$ cat config.mk
export PLATFORM = sky130hd
export DESIGN_NAME = ssw_supervisor
export DESIGN_NICKNAME = d
export VERILOG_FILES = /design/src/ssw_pkg.sv /design/src/ssw_supervisor.sv
export SDC_FILE = /design/constraint.sdc
export NUM_CORES = 1
export LEC_CHECK = 0
export BUFFER_PORTS_ARGS = -buffer_cell sky130_fd_sc_hd__clkbuf_2
export CAP_MARGIN = 20
export CELL_PAD_IN_SITES_DETAIL_PLACEMENT = 1
export CELL_PAD_IN_SITES_GLOBAL_PLACEMENT = 2
export CORE_ASPECT_RATIO = 0.9
export CORE_MARGIN = 2
export CORE_UTILIZATION = 41
export DETAILED_ROUTE_END_ITERATION = 16
export PLACE_DENSITY = 0.87
export SLEW_MARGIN = 20
export SYNTH_ARGS = -nofsm -noshare
export SYNTH_HDL_FRONTEND = slang
export SYNTH_SLANG_ARGS = --single-unit
$ cat constraint.sdc
create_clock -name CLK_SYS_I -period 2.4 [get_ports CLK_SYS_I]
set_input_delay 0.48 -clock CLK_SYS_I [delete_from_list [all_inputs] [get_ports CLK_SYS_I]]
set_output_delay 0.48 -clock CLK_SYS_I [all_outputs]
set_load 0.02 [all_outputs]
$ cat src/ssw_pkg.sv
// Package for the supply supervisor with watchdog: timing constants and states.
// Assumes a single 40 MHz system clock; all inputs synchronous to it.
package ssw_pkg;
  localparam int CLK_HZ = 40000000;
  localparam int NS_PER_S = 1000000000;
  localparam int CLK_NS = NS_PER_S / CLK_HZ;
  // Manual input must stay low longer than this (least time, round up)
  localparam int MAN_PULSE_NS = 25000;
  localparam int MAN_PULSE_CYC = (MAN_PULSE_NS + CLK_NS - 1) / CLK_NS;
  // Typical delay from qualified press to reset
  localparam int MAN_DELAY_NS = 12000;
  localparam int MAN_DELAY_CYC = (MAN_DELAY_NS + CLK_NS - 1) / CLK_NS;
  // Default reset timeout and watchdog timeout, in microseconds
  localparam int RST_TIMEOUT_US = 200;
  localparam int WDOG_TIMEOUT_US = 1600;
  localparam int NS_PER_US = 1000;
  localparam int CNT_W = 24;
  localparam logic [CNT_W-1:0] CNT_ZERO = 24'h000000;
  localparam logic [CNT_W-1:0] CNT_ONE = 24'h000001;
  typedef enum logic [1:0] {SSW_HOLD, SSW_RUN} ssw_state_t;
endpackage

$ cat src/ssw_supervisor.sv
// Supply supervisor core: reset generation, manual reset, low-line and watchdog.
// Assumes supply comparator levels arrive as synchronous inputs from analog front end.
`timescale 1ns/1ps
// How it works
// - Reset asserted whenever supply is below reset threshold.
// - After supply recovers, reset releases only after full timeout period.
// - Reset output polarity is a build parameter, timing unchanged.
// - Manual input debounced; pull-up assumed so open input means no reset.
// - Manual low over 25 us asserts reset after 12 us more.
// - Reset holds while manual input low, then one full timeout.
// - Low-line output follows warning comparator with its hysteresis.
// - Any watchdog input edge clears the watchdog counter.
// - Watchdog counter reaching timeout activates reset.
module ssw_supervisor
  import ssw_pkg::*;
#(
  parameter bit RST_ACTIVE_HIGH = 1'b0,
  parameter int RST_TIMEOUT_CYC = RST_TIMEOUT_US * (NS_PER_US / CLK_NS),
  parameter int WDOG_TIMEOUT_CYC = WDOG_TIMEOUT_US * (NS_PER_US / CLK_NS)
) (
  input wire logic CLK_SYS_I,
  input wire logic RST_N_I,
  input wire logic SUPPLY_OK_I,
  input wire logic SUPPLY_WARN_OK_I,
  input wire logic MANUAL_RESET_N_I,
  input wire logic WATCHDOG_ACTIVITY_IN_I,
  output logic SYS_RESET_O,
  output logic LOW_LINE_WARN_N_O
);
  localparam logic [CNT_W-1:0] RST_TO = CNT_W'(RST_TIMEOUT_CYC);
  localparam logic [CNT_W-1:0] WDOG_TO = CNT_W'(WDOG_TIMEOUT_CYC);
  localparam logic [CNT_W-1:0] MAN_PULSE = CNT_W'(MAN_PULSE_CYC);
  localparam logic [CNT_W-1:0] MAN_DELAY = CNT_W'(MAN_DELAY_CYC);

  typedef struct packed {
    ssw_state_t state;
    logic [CNT_W-1:0] rst_cnt;
    logic [CNT_W-1:0] man_cnt;
    logic [CNT_W-1:0] wdog_cnt;
    logic [CNT_W-1:0] man_dly;
    logic man_pend;
    logic man_held;
    logic act_prev;
    logic rst_act;
    logic warn_n;
  } ssw_regs_t;

  ssw_regs_t r_ff, nxt_r;

  // Saturating increment, used by every counter
  function automatic logic [CNT_W-1:0] sat_inc(input logic [CNT_W-1:0] v);
    sat_inc = (&v) ? v : v + CNT_ONE;
  endfunction

  logic act_edge;
  logic man_low;
  logic hold_cond;
  // Pull-up sits in the pad; an open pin reads high here
  assign man_low = ~MANUAL_RESET_N_I;
  assign act_edge = WATCHDOG_ACTIVITY_IN_I ^ r_ff.act_prev;
  // Hold while supply low or a fired press is still down
  assign hold_cond = ~SUPPLY_OK_I | r_ff.man_held;

  // Next-state logic for the whole supervisor
  always_comb begin
    nxt_r = r_ff;
    nxt_r.act_prev = WATCHDOG_ACTIVITY_IN_I;
    // comparator hysteresis lives in front end
    nxt_r.warn_n = SUPPLY_WARN_OK_I;
    // debounce by low-time count
    // Any high sample restarts the count, so bounces never add up
    if (!man_low) begin
      nxt_r.man_cnt = CNT_ZERO;
    end else begin
      nxt_r.man_cnt = sat_inc(r_ff.man_cnt);
      if (r_ff.man_cnt == MAN_PULSE) begin
        nxt_r.man_pend = 1'b1;
      end
    end
    // delay then hold while low
    // Delay runs on after an early release, so a qualified press always lands
    nxt_r.man_held = r_ff.man_held & man_low;
    if (r_ff.man_pend) begin
      if (r_ff.man_dly == MAN_DELAY - CNT_ONE) begin
        nxt_r.man_pend = 1'b0;
        nxt_r.man_dly = CNT_ZERO;
        nxt_r.man_held = 1'b1;
      end else begin
        nxt_r.man_dly = sat_inc(r_ff.man_dly);
      end
    end
    unique case (r_ff.state)
      SSW_HOLD: begin
        nxt_r.rst_act = 1'b1;
        nxt_r.wdog_cnt = CNT_ZERO;
        // restart timer on any hold cause
        if (hold_cond) begin
          nxt_r.rst_cnt = CNT_ZERO;
        end else if (r_ff.rst_cnt >= RST_TO - CNT_ONE) begin
          nxt_r.state = SSW_RUN;
          nxt_r.rst_act = 1'b0;
          nxt_r.rst_cnt = CNT_ZERO;
        end else begin
          nxt_r.rst_cnt = sat_inc(r_ff.rst_cnt);
        end
      end
      SSW_RUN: begin
        nxt_r.rst_act = 1'b0;
        if (hold_cond || (!act_edge && r_ff.wdog_cnt >= WDOG_TO - CNT_ONE)) begin
          nxt_r.state = SSW_HOLD;
          nxt_r.rst_act = 1'b1;
          nxt_r.rst_cnt = CNT_ZERO;
          nxt_r.wdog_cnt = CNT_ZERO;
        end else if (act_edge) begin
          nxt_r.wdog_cnt = CNT_ZERO;
        end else begin
          nxt_r.wdog_cnt = sat_inc(r_ff.wdog_cnt);
        end
      end
      default: begin
        nxt_r.state = SSW_HOLD;
      end
    endcase
  end

  // Power-on reset puts the processor in reset
  always_ff @(posedge CLK_SYS_I or negedge RST_N_I) begin
    if (!RST_N_I) begin
      r_ff <= '{state: SSW_HOLD, rst_cnt: CNT_ZERO, man_cnt: CNT_ZERO,
                wdog_cnt: CNT_ZERO, man_dly: CNT_ZERO, man_pend: 1'b0,
                man_held: 1'b0, act_prev: 1'b0, rst_act: 1'b1, warn_n: 1'b0};
    end else begin
      r_ff <= nxt_r;
    end
  end

  assign SYS_RESET_O = RST_ACTIVE_HIGH ? r_ff.rst_act : ~r_ff.rst_act;
  assign LOW_LINE_WARN_N_O = r_ff.warn_n;
endmodule

==> results of run 1 <==
kinds of logic (layout without fill, tap and decap cells):
group	after synthesis	in the layout	synth area share
and+or+nand+nor	249	249	0.2607
DFF	102	102	0.5025
AOI/OAI and AO/OA	94	94	0.1238
xor gates and xnor gates	37	37	0.06376
buffers and inverters	32	58	0.02535
adders and majority gates	5	5	0.01231
muxes	5	5	0.01083
other	1	8	0.0007378
layout make-up:
type                       count  area, sq um
fill                        1378         6345
sequential                   102         2554
multi-input combinational    398         2431
clock buffer                  10        239.0
timing repair buffer          27        200.2
tap                          160        200.2
inverter                      15        56.30
clock inverter                 6        51.30
stage by stage:
stage / utilization / hold WS, ns
after CTS: 0.4742 / 0.01774
after floorplan: - / 0.1844
after global routing: 0.4746 / 0.02832
after detailed placement: 0.4502 / 0.4055
final: 0.4746 / 0.02372
after global placement: 0.4502 / 0.3998
critical path, stage by stage, from the launching register on:
cell and delay, ns:
dfrtp_1 0.50, nand4_4 0.19, or4_4 0.68, nor3_2 0.30, nor2_1 0.09, mux2_1 0.32
registers in the layout (all words and copies together), names as in the netlist:
name / count
r_ff: 101
LOW_LINE_WARN_N_O: 1
layout by cell type, fill, tap and decap left out, drive strengths merged, types with 4 or more instances in the layout:
cell type / count
or4: 5
xnor2: 15
nor2: 54
and4: 8
o21ai: 26
ha: 5
mux2: 4
xor2: 22
or2: 5
nand4: 25
nand2: 47
buf: 21
a21o: 8
nor4: 17
nand3: 25
nor3b: 4
a31oi: 8
dfrtp: 101
a21oi: 18
o211ai: 10
and2: 15
or3: 5
clkbuf: 16
inv: 18
and3: 10
conb: 8
a211o: 5
nor3: 20
metal layers:
metal,share of wire,routed length [microns],GRT usage,up-vias
met5,0,0,0,-
met4,0.013,163,0.05337,0
met3,0.025,307,0.05031,14
met2,0.49,5995,0.3543,43
met1,0.47,5718,0.2564,2099
li1,-,-,-,1951
worst min path at each step:
stage	startpoint	endpoint	slack, ns	cells past startpoint
2_1_floorplan	RST_N_I	LOW_LINE_WARN_N_O	0.18	0
3_3_place_gp	RST_N_I	r_ff[32]	0.40	1
3_5_place_dp	RST_N_I	r_ff[32]	0.41	1
4_1_cts	RST_N_I	r_ff[30]	0.02	1
5_1_grt	RST_N_I	r_ff[101]	0.03	1
6_report	RST_N_I	r_ff[30]	0.02	1
power breakdown:
group          switching (mW)  internal (mW)
registers              0.0142           1.73
clock network           0.701          0.748
logic                  0.0893         0.0382
total                   0.804           2.52
what timing repair did:
| action | CTS | global route |
|---|---|---|
| hold buffers | 0 | 0 |
| endpoints found under the setup margin | 0 | 2 |
| gates resized for setup | 0 | 1 |
==> summary.md, run 1 <==
| Metric | Value |
|---|---|
| WS Path Type | `flip-flop to flip-flop` |
| Dominant synthesized flop cell | `dfrtp_1` |
| Post-synth ARST share | `1.000` |
| RD Place Congestion | `0.8302` |
| CTS root buf | `clkbuf_16` |
| Gate Count Post-Synth | `525` |
| R2R cell count | `5` |
| Crit start category | `flip-flop` |
| Hold Path Class | `primary input to asynchronous set/reset pin` |
| Crit path DAT | `around 2.4 ns` |
| Max cap viols | `0` |
| Post-CTS setup buffer count | `0` |
| Crit path max fanout | `12` |
| Setup crit start | `r_ff[59]` |
| Setup_tns | `0 ns` |
| CTS H-Tree Depth | `3` |
| Synthesized area per cell | `9.681 sq um` |
| Die H | `approximately 110 microns` |
| Setup crit end kind | `flip-flop` |
| Synth area leaders | `dfrtp_1, nor2_1, xor2_1` |
| CTS tree | `built` |
| Status | `complete, no violations` |
| Yosys top cell area share | `0.4973` |
| Starting Density | `0.4208` |
| Worst-case clock skew | `0.01099 ns` |
| Netlist cell types | `56` |
| Post-Layout Cell Count | `about 720` |
| Final WL | `between 10000 and 15000 microns` |
| Worst vdd ir | `0.0003187 V` |
| CP required | `2.64 ns` |
| Post-DRT Antenna Nets | `0` |
| RSZ-0062 raised after global routing | `no` |
| Post-synth EDFFs | `0` |
| Setup slack, reg-to-reg | `0.20 ns` |
| Largest area contributor in the netlist | `dfrtp_1` |
| DR iter-0 viols | `201` |
| Core Region | `0.01208 sq mm` |
| Worst setup margin | `0.1980 ns` |
| Commonest cells post-synth | `dfrtp_1, nor2_1, nand2_1` |
| Sequential share of the synthesized area | `0.5025` |
| Total GRT Usage | `0.2040` |
| # diodes | `0` |
| Share of layout cells above drive strength 1 | `0.1129` |
| Minimum clock period | `between 2 and 2.5 ns` |
| Area Overhead vs Synth | `12.78%` |
| Initial antenna violation count | `0` |
| Vias post-DR | `4107` |
| Vias in the first global route | `4372` |
| Die Area | `0.01330 sq mm` |
| DRC Markers | `0` |
| Row count | `38` |
| Pre-CTS setup slack | `0.1077 ns` |
| Seq cells post-synth | `102` |
| Detailed-placement wirelength estimate | `8392 microns` |
| Worst-margin pin slew | `0.5260 ns` |
| Placed Cells | `702` |
| Max-slew headroom | `0.6466` |
| Worst setup path end | `r_ff[70]` |
| First-pass GRT wire length | `roughly 22000 microns` |
| Clock latency on the worst-skew pair | `0.36 ns` |
| Critical R2R Capture | `r_ff[70]` |
| Final Cell Area | `about 0.0057 sq mm` |
| Num ports | `8` |
| Routed WL per cell | `16.97 microns` |
| Syn Std Cell Area | `roughly 0.0051 sq mm` |
| DP Area | `0.005436 sq mm` |
| Vias per cell | `5.720` |
| Leak | `around 2.5 nW` |
| Largest net degree at the start of global routing | `55` |
| Power Total | `3.324 mW` |
| Final setup vio count | `0` |
| Clk buf depth | `2` |
| CTS buffer count | `9` |
| PwrDens | `579.9 mW/mm^2` |
| Most frequent cell after synthesis | `dfrtp_1` |
| Final Hold Viols | `0` |
| Clk sink count | `roughly 100` |
| Syn. warnings | `0` |
| DRT Pass-1 Iters | `4` |
| Nets | `564` |
| Clk pin slew, worst setup/hold paths | `0.07 ns` |
| RR Startpoint | `r_ff[59]` |
| Port Buffer Count | `7` |
| Max Freq | `454.1 MHz` |
| Fin. max-slew vios | `0` |
| GRT overflow | `0` |
| Overall die width | `between 100 and 150 microns` |
| Period Utilization, post-route | `0.9175` |
(Power assumes the default switching activity.)
==> run 2: changes to the inputs <==
- CORE_ASPECT_RATIO: 0.9 -> 0.75
==> summary.md, run 2 (synthesized netlist as in run 1, its figures left out) <==
| Metric | Value |
|---|---|
| Post-CTS setup buffer count | `0` |
| RD Place Congestion | `0.8312` |
| Hold buffers post-CTS | `0` |
| Worst vdd ir | `0.0003562 V` |
| Total GRT Usage | `0.1944` |
| Final Cell Area | `0.005736 sq mm` |
| CTS buffer count | `9` |
| Clk sink count | `102` |
| Row count | `35` |
| Area occupied by multi-input gates | `0.002437 sq mm` |
| Most frequent cells in the layout | `dfrtp_1, nor2_1, nand2_1` |
| WS Path Type | `flip-flop to flip-flop` |
| DRT Pass-1 Iters | `4` |
| Placed Cells | `707` |
| Max reg flops | `101` |
| Crit path DAT | `2.52 ns` |
| PwrDens | `578.9 mW/mm^2` |
| Largest net degree at the start of global routing | `46` |
| Post-DRT Antenna Nets | `0` |
| Worst-margin pin slew | `roughly 0.76 ns` |
| # resized after CTS | `0` |
| First-pass GRT wire length | `around 21000 microns` |
| Share of layout cells above drive strength 1 | `0.1095` |
| Status | `complete, no violations` |
| DRC Markers | `0` |
| Final core utilization | `0.4711` |
| DR iter-0 viols | `145` |
| RR Startpoint | `r_ff[77]` |
| Routed WL per cell | `roughly 16 microns` |
| Num ports | `8` |
| DP Area | `approximately 0.0054 sq mm` |
| Detailed-placement wirelength estimate | `8523 microns` |
| Core Region | `0.01217 sq mm` |
| # diodes | `0` |
| Area Overhead vs Synth | `12.85%` |
| Largest Register | `r_ff` |
| Post-Layout Cell Count | `723` |
| Fin. max-slew vios | `0` |
| Crit start category | `flip-flop` |
| Hold_ws | `0.09136 ns` |
| GRT overflow | `0` |
| CP required | `around 2.7 ns` |
| Worst-case clock skew | `around 0.011 ns` |
| CTS root buf | `clkbuf_16` |
| Port Buffer Count | `7` |
| Vias in the first global route | `around 4100` |
| Final setup vio count | `0` |
| Leak | `2.515 nW` |
| Commonest non-fill, non-tap cell in the layout | `dfrtp_1` |
| Final Hold Viols | `0` |
| Setup crit end kind | `flip-flop` |
| Filler cells | `between 1000 and 1500` |
| Vias post-DR | `3997` |
| Max-slew headroom | `0.4911` |
| Initial antenna violation count | `0` |
| RSZ-0062 raised after global routing | `no` |
| Max cap viols | `0` |
| CTS tree | `built` |
| Pre-CTS setup slack | `-0.04277 ns` |
| Crit path max fanout | `9` |
| Minimum clock period | `~2.2 ns` |
| Vias per cell | `5.528` |
| Clk pin slew, worst setup/hold paths | `0.08 ns` |
| Setup crit start | `r_ff[77]` |
| Setup_tns | `0 ns` |
| FF/Latch Area | `0.002554 sq mm` |
| Clk buf depth | `2` |
| Worst setup margin | `0.1547 ns` |
| Max Freq | `~450 MHz` |
| Nets | `563` |
| Die Area | `0.01331 sq mm` |
| Power Total | `~3.3 mW` |
| Die H | `100.4 microns` |
| Period Utilization, post-route | `0.9356` |
| Hold Path Class | `primary input to asynchronous set/reset pin` |
| Final WL | `11780 microns` |
| Overall die width | `132.6 microns` |
| Clock latency on the worst-skew pair | `around 0.36 ns` |
| Starting Density | `0.4175` |
| CTS H-Tree Depth | `3` |
-- run 2: final timing paths --
| kind | to | slack [ns] | depth (start not counted) |
|---|---|---|---|
| setup reg to reg | r_ff[85] | 0.15 | 7 |
| min in group CLK_SYS_I | LOW_LINE_WARN_N_O | 0.23 | 1 |
| setup / recovery | r_ff[85] | 0.15 | 7 |
| max in group asynchronous | r_ff[1] | 1.63 | 2 |
| hold reg to reg | r_ff[91] | 0.49 | 1 |
| hold / removal | r_ff[34] | 0.09 | 1 |
-- run 2: cell type report --
cell class | instances | area share
inverter | 15 | 0.009817
timing repair buffer | 26 | 0.03360
tap | 166 | 0.03621
clock inverter | 7 | 0.01091
multi-input combinational | 398 | 0.4250
clock buffer | 9 | 0.03927
sequential | 102 | 0.4452
-- run 2: where the power goes --
group / switching, mW / internal, mW / leakage, nW
logic: 0.0901 / 0.0399 / 1.00
clock network: 0.714 / 0.728 / 0.139
registers: 0.0143 / 1.73 / 1.37
total: 0.818 / 2.50 / 2.51
-- run 2: per-layer routing --
layer | wire (microns) | vias to the layer above | share of wire | global-route usage
met5 | 0 | - | 0 | 0
met4 | 155 | 0 | 0.013 | 0.05459
met3 | 323 | 14 | 0.027 | 0.04343
met2 | 5383 | 35 | 0.46 | 0.3053
met1 | 5913 | 2002 | 0.50 | 0.2725
li1 | - | 1946 | - | -
-- run 2: critical path: stages, from the launching register on --
cell	delay, ns
dfrtp_1	0.42
ha_1	0.25
and4_1	0.26
a211oi_1	0.37
o311ai_2	0.21
buf_4	0.21
or3_1	0.34
o211ai_1	0.10
==> run 3: changes to the inputs <==
- CORE_UTILIZATION: 41 -> 44
- PLACE_DENSITY: 0.87 -> 0.92
- clock period: 2.4 -> 2.83 ns (I/O delays scaled with it)
==> summary.md, run 3 (synthesized netlist as in run 1, its figures left out) <==
| Metric | Value |
|---|---|
| Setup_tns | `0 ns` |
| Routed WL per cell | `18.23 microns` |
| DRT Pass-1 Iters | `4` |
| Post-CTS setup buffer count | `0` |
| CTS root buf | `clkbuf_16` |
| Share of layout cells above drive strength 1 | `0.1031` |
| # resized after CTS | `0` |
| Vias post-DR | `a little over 4000` |
| Total GRT Usage | `0.2198` |
| RSZ-0062 raised after global routing | `no` |
| Area Overhead vs Synth | `11.40%` |
| Final WL | `12630 microns` |
| Clk buf depth | `2` |
| Detailed-placement wirelength estimate | `8664 microns` |
| CTS H-Tree Depth | `3` |
| Setup crit end kind | `flip-flop` |
| GRT overflow | `0` |
| Hold buffers post-CTS | `0` |
| Num ports | `8` |
| Starting Density | `0.4576` |
| DRC Markers | `0` |
| Worst-case clock skew | `0.008223 ns` |
| Clk pin slew, worst setup/hold paths | `0.07 ns` |
| Worst vdd ir | `0.0003127 V` |
| CTS tree | `built` |
| Die Area | `roughly 0.012 sq mm` |
| Status | `complete, no violations` |
| R2R cell count | `5` |
| Max-slew headroom | `0.5519` |
| Crit path DAT | `between 2 and 3 ns` |
| Minimum clock period | `between 2 and 2.5 ns` |
| Worst-margin pin slew | `~0.67 ns` |
| WS Path Type | `flip-flop to flip-flop` |
| Leak | `2.500 nW` |
| RD Place Congestion | `0.8313` |
| Largest net degree at the start of global routing | `51` |
| Die H | `97.08 microns` |
| Final Hold Viols | `0` |
| Clock latency on the worst-skew pair | `roughly 0.36 ns` |
| Vias per cell | `between 5 and 6` |
| Hold_ws | `~0.24 ns` |
| Vias in the first global route | `4388` |
| Area occupied by multi-input gates | `0.002426 sq mm` |
| CP required | `3.09 ns` |
| Max cap viols | `0` |
| Slowest stage delay, CP | `0.64 ns` |
| Core Region | `0.01111 sq mm` |
| Final setup vio count | `0` |
| Initial antenna violation count | `0` |
| Crit start category | `flip-flop` |
| Post-DRT Antenna Nets | `0` |
| Max reg flops | `101` |
| Most frequent cells in the layout | `dfrtp_1, nor2_1, nand2_1` |
| First-pass GRT wire length | `21890 microns` |
| Hold Path Class | `primary input to asynchronous set/reset pin` |
| Cells along the critical path | `nand4_1 > o31ai_1 > a311o_1 > o21ai_0 > a21o_1` |
| Slowest stage cell, crit path | `a311o_1` |
| Largest Register | `r_ff` |
| FF/Latch Area | `0.002554 sq mm` |
| PwrDens | `about 500 mW/mm^2` |
| DR iter-0 viols | `204` |
| Nets | `559` |
| Crit path max fanout | `15` |
| # diodes | `0` |
| Period Utilization, post-route | `0.8008` |
| Clk sink count | `102` |
| Max Freq | `441.2 MHz` |
| Port Buffer Count | `7` |
| Overall die width | `128.1 microns` |
| CTS buffer count | `9` |
| Fin. max-slew vios | `0` |
| Filler cells | `1245` |
| Commonest non-fill, non-tap cell in the layout | `dfrtp_1` |
| Row count | `33` |
[run 3: worst paths after layout]
| path | startpoint | to | slack, ns |
|---|---|---|---|
| min in group CLK_SYS_I | SUPPLY_WARN_OK_I | LOW_LINE_WARN_N_O | 0.33 |
| hold / removal | RST_N_I | r_ff[31] | 0.24 |
| setup / recovery | r_ff[34] | r_ff[87] | 0.56 |
| setup reg to reg | r_ff[34] | r_ff[87] | 0.56 |
| hold reg to reg | r_ff[89] | r_ff[89] | 0.49 |
| max in group asynchronous | RST_N_I | r_ff[63] | 1.94 |
[run 3: area by class of cell]
class                   count  share of cell area
inverters                  15            0.009945
clock buffers              10             0.04221
flip-flops and latches    102              0.4510
repair buffers             22             0.02873
well taps                 140             0.03094
multi-input cells         398              0.4285
clock inverters             6            0.008619
[run 3: critical path, delay by kind of cell, from the launching register on]
kind	cells	cell delay, ns
AND/OR/NAND/NOR	1	0.24
flip-flops	1	0.47
AO/OA/AOI/OAI	4	1.45
[run 3: per-stage QoR]
step / utilization / power [mW] / cell area, sq um / setup slack (ns) / std cells
6_report: 0.5097 / 2.824 / 5662 / 0.5636 / 693
5_1_grt: 0.5097 / 2.926 / 5662 / 0.3678 / 693
4_1_cts: 0.5097 / 2.854 / 5662 / 0.5465 / 693
3_5_place_dp: 0.4838 / 1.626 / 5374 / 0.4300 / 677
3_3_place_gp: 0.4838 / 1.619 / 5374 / 0.5351 / 677
2_1_floorplan: - / 1.558 / 5109 / 0.8486 / 532
[run 3: power by group]
group          leakage, nW  internal (mW)  switching [mW]
Clock                0.145          0.636           0.592
Combinational        0.981         0.0334          0.0798
Sequential            1.37           1.47          0.0128
[run 3: per-layer routing]
metal / part of all wire / vias to the layer above / global-route usage
li1: - / 1936 / -
met1: 0.48 / 2097 / 0.2990
met2: 0.48 / 49 / 0.3579
met3: 0.028 / 18 / 0.04460
met4: 0.015 / 0 / 0.06171
met5: 0 / - / 0
